File: src/hdl/sram_host_pkg.sv
// package for the asynchronous byte memory host controller
// assumes a single 200 MHz clock domain
package sram_host_pkg;
    localparam int  addr_width      = 19;
    localparam int  data_width      = 8;
    localparam int  clk_period_ps   = 5000;
    // timing figures in picoseconds, cycles rounded up
    localparam int  index_to_valid_time_ps  = 15000;
    localparam int  select_to_valid_time_ps = 15000;
    localparam int  drive_to_valid_time_ps  = 15000;
    localparam int  read_cycle_time_ps      = 15000;
    localparam int  store_pulse_width_ps    = 15000;
    localparam int  store_to_float_time_ps  = 15000;
    localparam int  read_cycles  =
        (index_to_valid_time_ps + clk_period_ps - 1) / clk_period_ps + 1;
    localparam int  cycle_cycles =
        (read_cycle_time_ps + clk_period_ps - 1) / clk_period_ps;
    localparam int  store_cycles =
        (store_pulse_width_ps + clk_period_ps - 1) / clk_period_ps;
    localparam int  float_cycles =
        (store_to_float_time_ps + clk_period_ps - 1) / clk_period_ps;
    localparam int  count_width  = 4;
    localparam logic [count_width-1:0] count_zero = 4'h0;
    localparam logic [count_width-1:0] count_one  = 4'h1;

    typedef enum logic [2:0] {
        st_idle  = 3'b000,
        st_read  = 3'b001,
        st_float = 3'b011,
        st_store = 3'b010,
        st_done  = 3'b110
    } phase_e;

    typedef struct packed {
        logic                  chip_select_low_active;
        logic                  chip_select_high_active;
        logic                  store_strobe_n;
        logic                  drive_strobe_n;
        logic [addr_width-1:0] index;
        logic [data_width-1:0] data_out;
        logic                  data_oe;
    } pins_s;
endpackage : sram_host_pkg

File: src/hdl/cycle_timer.sv
// down counter that flags when a loaded interval has run out
// assumes the loader gives a count of at least one
`timescale 1ns/1ps
module cycle_timer
    import sram_host_pkg::*;
#(
    parameter int width = count_width
) (
    // clock and reset
    input  wire logic             clk,
    input  wire logic             resetn,
    // control
    input  wire logic             load,
    input  wire logic [width-1:0] value,
    // status
    output logic                  expired
);
    if (width < 1) begin : g_bad_width
        $error("cycle_timer needs a counter of at least one bit");
    end
    typedef struct packed {
        logic [width-1:0] count;
        logic             expired;
    } timer_s;
    timer_s state;
    timer_s next_state;

    always_comb begin
        next_state = state;
        if (load) begin
            next_state.count   = value;
            next_state.expired = 1'b0;
        end else if (state.count != '0) begin
            next_state.count   = state.count - 1'b1;
            next_state.expired = (state.count == 1);
        end
    end

    always_ff @(posedge clk or negedge resetn) begin
        if (!resetn) begin
            state <= '0;
        end else begin
            state <= next_state;
        end
    end

    assign expired = state.expired;
endmodule : cycle_timer

File: src/hdl/sram_host.sv
// host controller driving an asynchronous 512K by 8 static memory
// assumes the memory pins are sampled and driven on clk; the bench
// resolves the data wire from data_oe and the memory's own enable
`timescale 1ns/1ps
module sram_host
    import sram_host_pkg::*;
#(
    parameter int aw = addr_width,
    parameter int dw = data_width
) (
    // clock and reset
    input  wire logic          clk,
    input  wire logic          resetn,
    // user request
    input  wire logic          req_valid,
    input  wire logic          req_write,
    input  wire logic [aw-1:0] req_index,
    input  wire logic [dw-1:0] req_data,
    output logic               req_ready,
    // user answer
    output logic               rsp_valid,
    output logic [dw-1:0]      rsp_data,
    // memory pins
    output logic               chip_select_low_active,
    output logic               chip_select_high_active,
    output logic               store_strobe_n,
    output logic               drive_strobe_n,
    output logic [aw-1:0]      index,
    output logic [dw-1:0]      data_out,
    output logic               data_oe,
    input  wire logic [dw-1:0] data_in
);
    // ********************************************************
    // elaboration checks
    // ********************************************************
    if (aw != addr_width || dw != data_width) begin : g_bad_width
        $error("sram_host widths must match the memory");
    end
    if (read_cycles >= 16 || store_cycles >= 16) begin : g_bad_count
        $error("sram_host timing counts exceed the timer");
    end
    if (float_cycles < 1 || float_cycles >= 16) begin : g_bad_float
        $error("sram_host float count exceeds the timer");
    end

    // waits in picoseconds as the timer will really count them
    localparam int read_wait_ps  = read_cycles * clk_period_ps;
    localparam int store_wait_ps = store_cycles * clk_period_ps;
    localparam int float_wait_ps = float_cycles * clk_period_ps;

    // the read wait has to cover the slowest access path
    if (read_wait_ps < index_to_valid_time_ps ||
        read_wait_ps < select_to_valid_time_ps ||
        read_wait_ps < drive_to_valid_time_ps) begin : g_short_read
        $error("sram_host read wait shorter than an access time");
    end
    // a pulse shorter than the write width may lose the byte
    if (store_wait_ps < store_pulse_width_ps) begin : g_short_store
        $error("sram_host store pulse shorter than its width");
    end
    // data driven before the memory floats would clash
    if (float_wait_ps < store_to_float_time_ps) begin : g_short_float
        $error("sram_host float wait shorter than the float time");
    end
    // one read holds the index for the read wait plus two cycles
    if (cycle_cycles > read_cycles + 2) begin : g_short_cycle
        $error("sram_host index changes faster than the cycle time");
    end

    // ********************************************************
    // state
    // ********************************************************
    typedef struct packed {
        phase_e         phase;
        pins_s          pins;
        logic           ready;
        logic           rsp_valid;
        logic [dw-1:0]  rsp_data;
    } host_s;
    host_s state;
    host_s next_state;

    logic                   load;
    logic [count_width-1:0] load_value;
    logic                   expired;

    cycle_timer #(
        .width (count_width)
    ) u_timer (
        .clk     (clk),
        .resetn  (resetn),
        .load    (load),
        .value   (load_value),
        .expired (expired)
    );

    // ********************************************************
    // sequencing
    // ********************************************************
    always_comb begin
        next_state           = state;
        next_state.rsp_valid = 1'b0;
        load                 = 1'b0;
        load_value           = count_one;
        unique case (state.phase)
            st_idle: begin
                next_state.ready = 1'b1;
                if (state.ready && req_valid) begin
                    next_state.ready = 1'b0;
                    next_state.pins.index = req_index;
                    next_state.pins.chip_select_low_active  = 1'b0;
                    next_state.pins.chip_select_high_active = 1'b1;
                    load = 1'b1;
                    if (req_write) begin
                        // drive strobe high first so outputs float
                        next_state.pins.drive_strobe_n = 1'b1;
                        next_state.pins.store_strobe_n = 1'b0;
                        next_state.pins.data_out = req_data;
                        load_value = count_width'(float_cycles);
                        next_state.phase = st_float;
                    end else begin
                        // selects, drive and index all at once
                        next_state.pins.store_strobe_n = 1'b1;
                        next_state.pins.drive_strobe_n = 1'b0;
                        load_value = count_width'(read_cycles);
                        next_state.phase = st_read;
                    end
                end
            end
            st_read: begin
                // sample after the longest access time
                if (expired) begin
                    next_state.rsp_valid = 1'b1;
                    next_state.rsp_data  = data_in;
                    next_state.pins.drive_strobe_n = 1'b1;
                    next_state.phase = st_done;
                    load = 1'b1;
                    load_value = count_one;
                end
            end
            st_float: begin
                if (expired) begin
                    next_state.pins.data_oe = 1'b1;
                    load = 1'b1;
                    load_value = count_width'(store_cycles);
                    next_state.phase = st_store;
                end
            end
            st_store: begin
                // index and data held steady through the pulse
                if (expired) begin
                    // strobe rises while selects stay active
                    next_state.pins.store_strobe_n = 1'b1;
                    load = 1'b1;
                    load_value = count_one;
                    next_state.phase = st_done;
                end
            end
            st_done: begin
                // data held two cycles past the strobe, then standby
                if (expired) begin
                    next_state.pins.data_oe = 1'b0;
                    next_state.pins.chip_select_low_active  = 1'b1;
                    next_state.pins.chip_select_high_active = 1'b0;
                    next_state.phase = st_idle;
                end
            end
            default: begin
                next_state.phase = st_idle;
            end
        endcase
    end

    always_ff @(posedge clk or negedge resetn) begin
        if (!resetn) begin
            state <= '{phase: st_idle,
                       pins: '{chip_select_low_active:  1'b1,
                               chip_select_high_active: 1'b0,
                               store_strobe_n:          1'b1,
                               drive_strobe_n:          1'b1,
                               index:                   '0,
                               data_out:                '0,
                               data_oe:                 1'b0},
                       ready: 1'b0,
                       rsp_valid: 1'b0,
                       rsp_data: '0};
        end else begin
            state <= next_state;
        end
    end

    // ********************************************************
    // outputs
    // ********************************************************
    assign req_ready               = state.ready;
    assign rsp_valid               = state.rsp_valid;
    assign rsp_data                = state.rsp_data;
    assign chip_select_low_active  = state.pins.chip_select_low_active;
    assign chip_select_high_active = state.pins.chip_select_high_active;
    assign store_strobe_n          = state.pins.store_strobe_n;
    assign drive_strobe_n          = state.pins.drive_strobe_n;
    assign index                   = state.pins.index;
    assign data_out                = state.pins.data_out;
    assign data_oe                 = state.pins.data_oe;
endmodule : sram_host

File: config.mk
export PLATFORM = sky130hd
export DESIGN_NAME = sram_host
export DESIGN_NICKNAME = d
export VERILOG_FILES = /design/src/hdl/sram_host_pkg.sv /design/src/hdl/cycle_timer.sv /design/src/hdl/sram_host.sv
export SDC_FILE = /design/constraint.sdc
export NUM_CORES = 1
export LEC_CHECK = 0
export BUFFER_PORTS_ARGS = -buffer_cell sky130_fd_sc_hd__buf_2
export CORE_MARGIN = 1.5
export CORE_UTILIZATION = 25
export DETAILED_ROUTE_END_ITERATION = 8
export PLACE_DENSITY = 0.47
export SYNTH_ARGS = -nofsm -noshare
export SYNTH_HDL_FRONTEND = slang
export SYNTH_SLANG_ARGS = --single-unit
File: constraint.sdc
create_clock -name clk -period 1.8 [get_ports clk]
set_input_delay 0.09 -clock clk [delete_from_list [all_inputs] [get_ports clk]]
set_output_delay 0.09 -clock clk [all_outputs]
set_load 0.02 [all_outputs]
# == Yosys cells after proc, flatten, opt, wreduce, memory -nomap -nowiden ==
# Cells that the tools add are included.
# totals
reg_bits,50
input_bits,39
out_inout_bits,42
word_cells,69
# classes
addsub,1
eq_ne,11
n_mux,26
n_reduce_logical,18
# ops
cell,count
two-way mux 34 bit,1
two-way mux 9 bit,2
two-way mux 5 bit,3
AND reduction 3 bit,5
case mux 3 bit (4 select lines),1
!= test 2 x 1 -> 1 bit (second input constant),5
nonzero test 2 bit,5
two-way mux 3 bit,3
two-way mux 8 bit,1
case mux 1 bit (2 select lines),4
case mux 4 bit (2 select lines),1
equality test 3 x 2 -> 1 bit (second input constant),2
two-way mux 2 bit,3
two-way mux 1 bit,5
equality test 4 x 1 -> 1 bit (second input constant),1
two-way mux 4 bit,1
case mux 2 bit (2 select lines),1
AND reduction 2 bit,2
AND reduction 4 bit,1
nonzero test 4 bit,1
subtractor 4 x 1 -> 4 bit (second input constant),1
equality test 3 x 1 -> 1 bit (second input constant),1
equality test 3 bit (second input constant),1
zero test 3 bit,1
other kinds (4),4

# == Logic depth before layout (Yosys ltp) ==
# logic_depth
word_depth,4
depth_mapped,6
depth_no_buf,6

# == By module ==
# Synthesis repeated with hierarchy kept, for this count alone.
# unflattened
hier_cells,187
hier_area_um2,2473.6
# modules_own_cells
module,n_inst,cells_per_inst,area_each_um2,seq_area_each_um2
sram_host,1,161,2178.3,1129.8
cycle_timer,1,26,295.3,125.1

# == Worst setup path before layout ==
# OpenSTA, ideal clock, no wires.
# synth_timing
path_kind,register to register
start,"register state, in the netlist req_ready"
end,"register state, in the netlist data_out[0]"
setup_ns,0.125
arrival_time_ns,1.440
required_ns,1.675
setup_slack_ns,0.235
path_stages_with_launch,4
path_buffers,0
synth_period_minus_slack_ns,1.565
path_cell_list,dfrtp_1 nand3_1 nor4_4 mux2_2
# synth_between
elab_chain_cells,2
# synth_lines
element,line_no,source
start: declaration,sram_host.sv:80,host_s state;
start signal: assignment,sram_host.sv:176,"state <= '{phase: st_idle,"
start signal: assignment,sram_host.sv:188,state <= next_state;
logical AND 1 bit,sram_host.sv:108,if (state.ready && req_valid) begin
AND reduction 3 bit (no line),--,
# No other way between the ends.
# A chain may end at the register's enable or synchronous reset.

# == Final worst setup path ==
# layout_timing
start,register state[44] (netlist name)
end,"register state, in the netlist rsp_data[4]"
# layout_between
elab_chain_cells,2
# layout_lines
element,line_no,source
equality test 3 x 1 -> 1 bit,sram_host.sv:105,unique case (state.phase)
AND reduction 2 bit (no line),--,
# No other way between the ends.

==> metrics.md <==
| Metric | Value |
|---|---|
| CP top delay family | `flip-flops` |
| DRT antenna net count | `0` |
| Synth Area in Compound Gates | `4.96%` |
| Commonest non-fill, non-tap cell in the layout | `buf_2` |
| Minimum clock period | `1590 ps` |
| Worst hold start | `req_data[2]` |
| Vias in the first global route | `1658` |
| Initial DRC Count | `72` |
| Clk root buf | `clkbuf_8` |
| Register area share after synthesis | `54.0%` |
| WHS Path Cells | `2` |
| CP startpoint kind | `flop` |
| Quantity of gates resized following cts | `0` |
| Initial antenna violation count | `0` |
| Register-to-Register Path Depth | `4` |
| Worst-margin pin slew | `377 ps` |
| Max Cap Violations | `0` |
| Die area | `9880 sq um` |
| Gate count after technology mapping | `228` |
| Reg clk slew, reported paths | `90 ps` |
| DRC viols | `0` |
| WL per Instance | `11.5 um` |
| Port bufs | `80` |
| Mux contribution to synthesized area | `8.19%` |
| Share of layout cells above drive strength 1 | `38.3%` |
| Hold EP | `data_out[2]` |
| Fin crit share | `88.2%` |
| GRT Overall Usage | `10.1%` |
| Die Ht | `99.4 um` |
| Simple-Gate Fraction of Synth Area | `16.7%` |
| Post-synthesis xor/xnor area fraction | `0.754%` |
| Run status | `finished, final reports clean` |
| Initial DRT Pass Iterations | `4` |
| Min-delay worst type | `in -> reg` |
| Total clock sinks | `50` |
| R2r startpoint | `state[44]` |
| Fmax | `630 MHz` |
| Most frequent cells in the layout | `buf_2, nand2_1, dfrtp_1` |
| Max H-tree Level | `2` |
| I/O pin count | `81` |
| PD cells | `1520 nW/um^2` |
| Initial Util | `26.2%` |
| DIE WIDTH | `99.4 um` |
| Final hold violation count | `0` |
| Worst path depth | `4` |
| Setup bufs post-CTS | `0` |
| Worst reg2reg setup slack | `210 ps` |
| Leak pwr | `1.55 nW` |
| Main combinational cell family by area after synthesis | `simple AND/OR/NAND/NOR gates` |
| Crit path DAT | `1790 ps` |
| Setup CP Type | `reg -> reg` |
| Clock buffer depth | `2` |
| Top-area cell type share of the netlist area | `50.6%` |
| Area grow syn2layout | `29.3%` |
| RSZ-0062 raised after global routing | `false` |
| Pin count of the biggest net entering global routing | `20` |
| Cell Area, Synth | `2320 sq um` |
| Average size of a mapped cell | `10.2 sq um` |
| First-pass GRT wire length | `7.84 mm` |
| Placer congestion estimate | `0.766` |
| Crit Path Max Fanout | `10` |
| Worst path required time | `2000 ps` |
| FILL cells | `932` |
| Skew-Pair Late Insertion Delay | `310 ps` |
| RR Endpoint | `rsp_data[4]` |
| Final net count | `352` |
| CP Capture Type | `flop` |
| GR Overflow Total | `0` |
| Largest stage delay on the critical path | `500 ps` |
| Crit-path slowest cell | `dfrtp_1` |
| Via count | `1745` |
| Cell Rows | `34` |
| Layout Utilization | `33.9%` |
| Slew Limit Headroom | `74.9%` |
| Setup Viol. Count Final | `0` |
| CTS tree | `yes` |
| Syn nets | `270` |
| Buf/Inv on CP | `1` |
| Vias/cell | `4.16` |
| CTS buffer count | `5` |
| Post-synth top area cell | `dfrtp_1` |
| Yosys reg bits | `50` |
| Max Slew Vio Count | `0` |
| Core area | `8850 sq um` |
| Adder-cell area share of the yosys netlist | `1.62%` |
| Clock skew | `4.88 ps` |
| Ys Warns | `0` |
| Fin Setup TNS | `0 ps` |
| Ant. Diodes | `0` |
| Worst path cell trace | `nor2b_1 > and2_1 > buf_4 > mux2_2` |
| Count of cell types in the netlist | `27` |
| Maximum vdd drop | `0.000482 V` |
| Top cells by area, synth | `dfrtp_1, buf_4, nand2_1, mux2_2, dfstp_2` |
| HPWL after DPL | `3.41 mm` |
| WL final | `4.81 mm` |
-- layer usage --
layer | global-route usage [%] | wire [um]
met1 | 13.0 | 2270
met2 | 16.1 | 2110
met3 | 3.23 | 350
met4 | 3.58 | 75
met5 | 0 | 0
-- state kept, by name (all words and copies together) (netlist names) --
register / flops
data_oe: 1
chip_select_high_active: 1
req_ready: 1
drive_strobe_n: 1
index: 19
data_out: 8
chip_select_low_active: 1
state: 3
rsp_data: 8
rsp_valid: 1
store_strobe_n: 1
u_timer.state: 4
u_timer.expired: 1
-- through the flow --
step	hold slack [ps]	instance area [sq um]	total power, mW	cells	worst slack (ps)
final	8.29	3000	4.55	419	213
after global routing	1.32	3000	4.91	419	73.4
after CTS	0.559	3000	4.62	419	205
after detailed placement	38.7	2640	3.87	384	225
after global placement	42.9	2640	3.85	384	238
after floorplan	-206	2320	3.67	228	235
-- cell type report --
class	count	area (sq um)	area share, %
Clock inverter	1	5.00	0.167
Tap cell	108	135	4.50
Timing Repair Buffer	119	761	25.3
Inverter	3	11.3	0.375
Clock buffer	7	86.3	2.88
Sequential cell	50	1250	41.8
Multi-Input combinational cell	131	748	24.9
-- synthesized netlist by cell type, drive strengths merged --
master    n
nand2    62
dfrtp    47
buf      42
mux2     16
nor2     11
o21ai     8
a21oi     6
nor2b     4
nor3      4
dfstp     3
ha        3
inv       3
a21o      2
a31oi     2
clkbuf    2
nand3     2
nor4      2
xnor2     2
and2      1
and3      1
mux2i     1
nand4bb   1
nor3b     1
o22a      1
o2bb2ai   1
-- timing repair --
| action | 4_1_cts | 5_1_grt |
|---|---|---|
| hold buffers | 27 | 0 |
| endpoints found under the setup margin | 0 | 0 |
| hold endpoints to repair | 40 | 0 |
-- power by group --
group,internal [mW],switching (mW)
sequential,1.61,0.300
combinational,0.813,1.14
clock,0.311,0.377
total,2.74,1.81
-- logic make-up (layout without fill, tap and decap cells) --
logic type | Yosys count | after routing
flops | 50 | 50
compound gates | 20 | 20
buf+inv | 47 | 130
mux | 17 | 17
simple gates | 89 | 89
fa+ha+maj | 3 | 3
xor+xnor | 2 | 2
-- how the worst max path moves through the flow --
stage               startpoint          end
global placement     state[44]  data_out[6]
finish               state[44]  rsp_data[4]
global route         state[44]  rsp_data[1]
floorplan            req_ready  data_out[0]
CTS                  state[44]  data_out[6]
detailed placement   state[44]  data_out[6]
No activity file was read; power rests on OpenSTA's default activity.
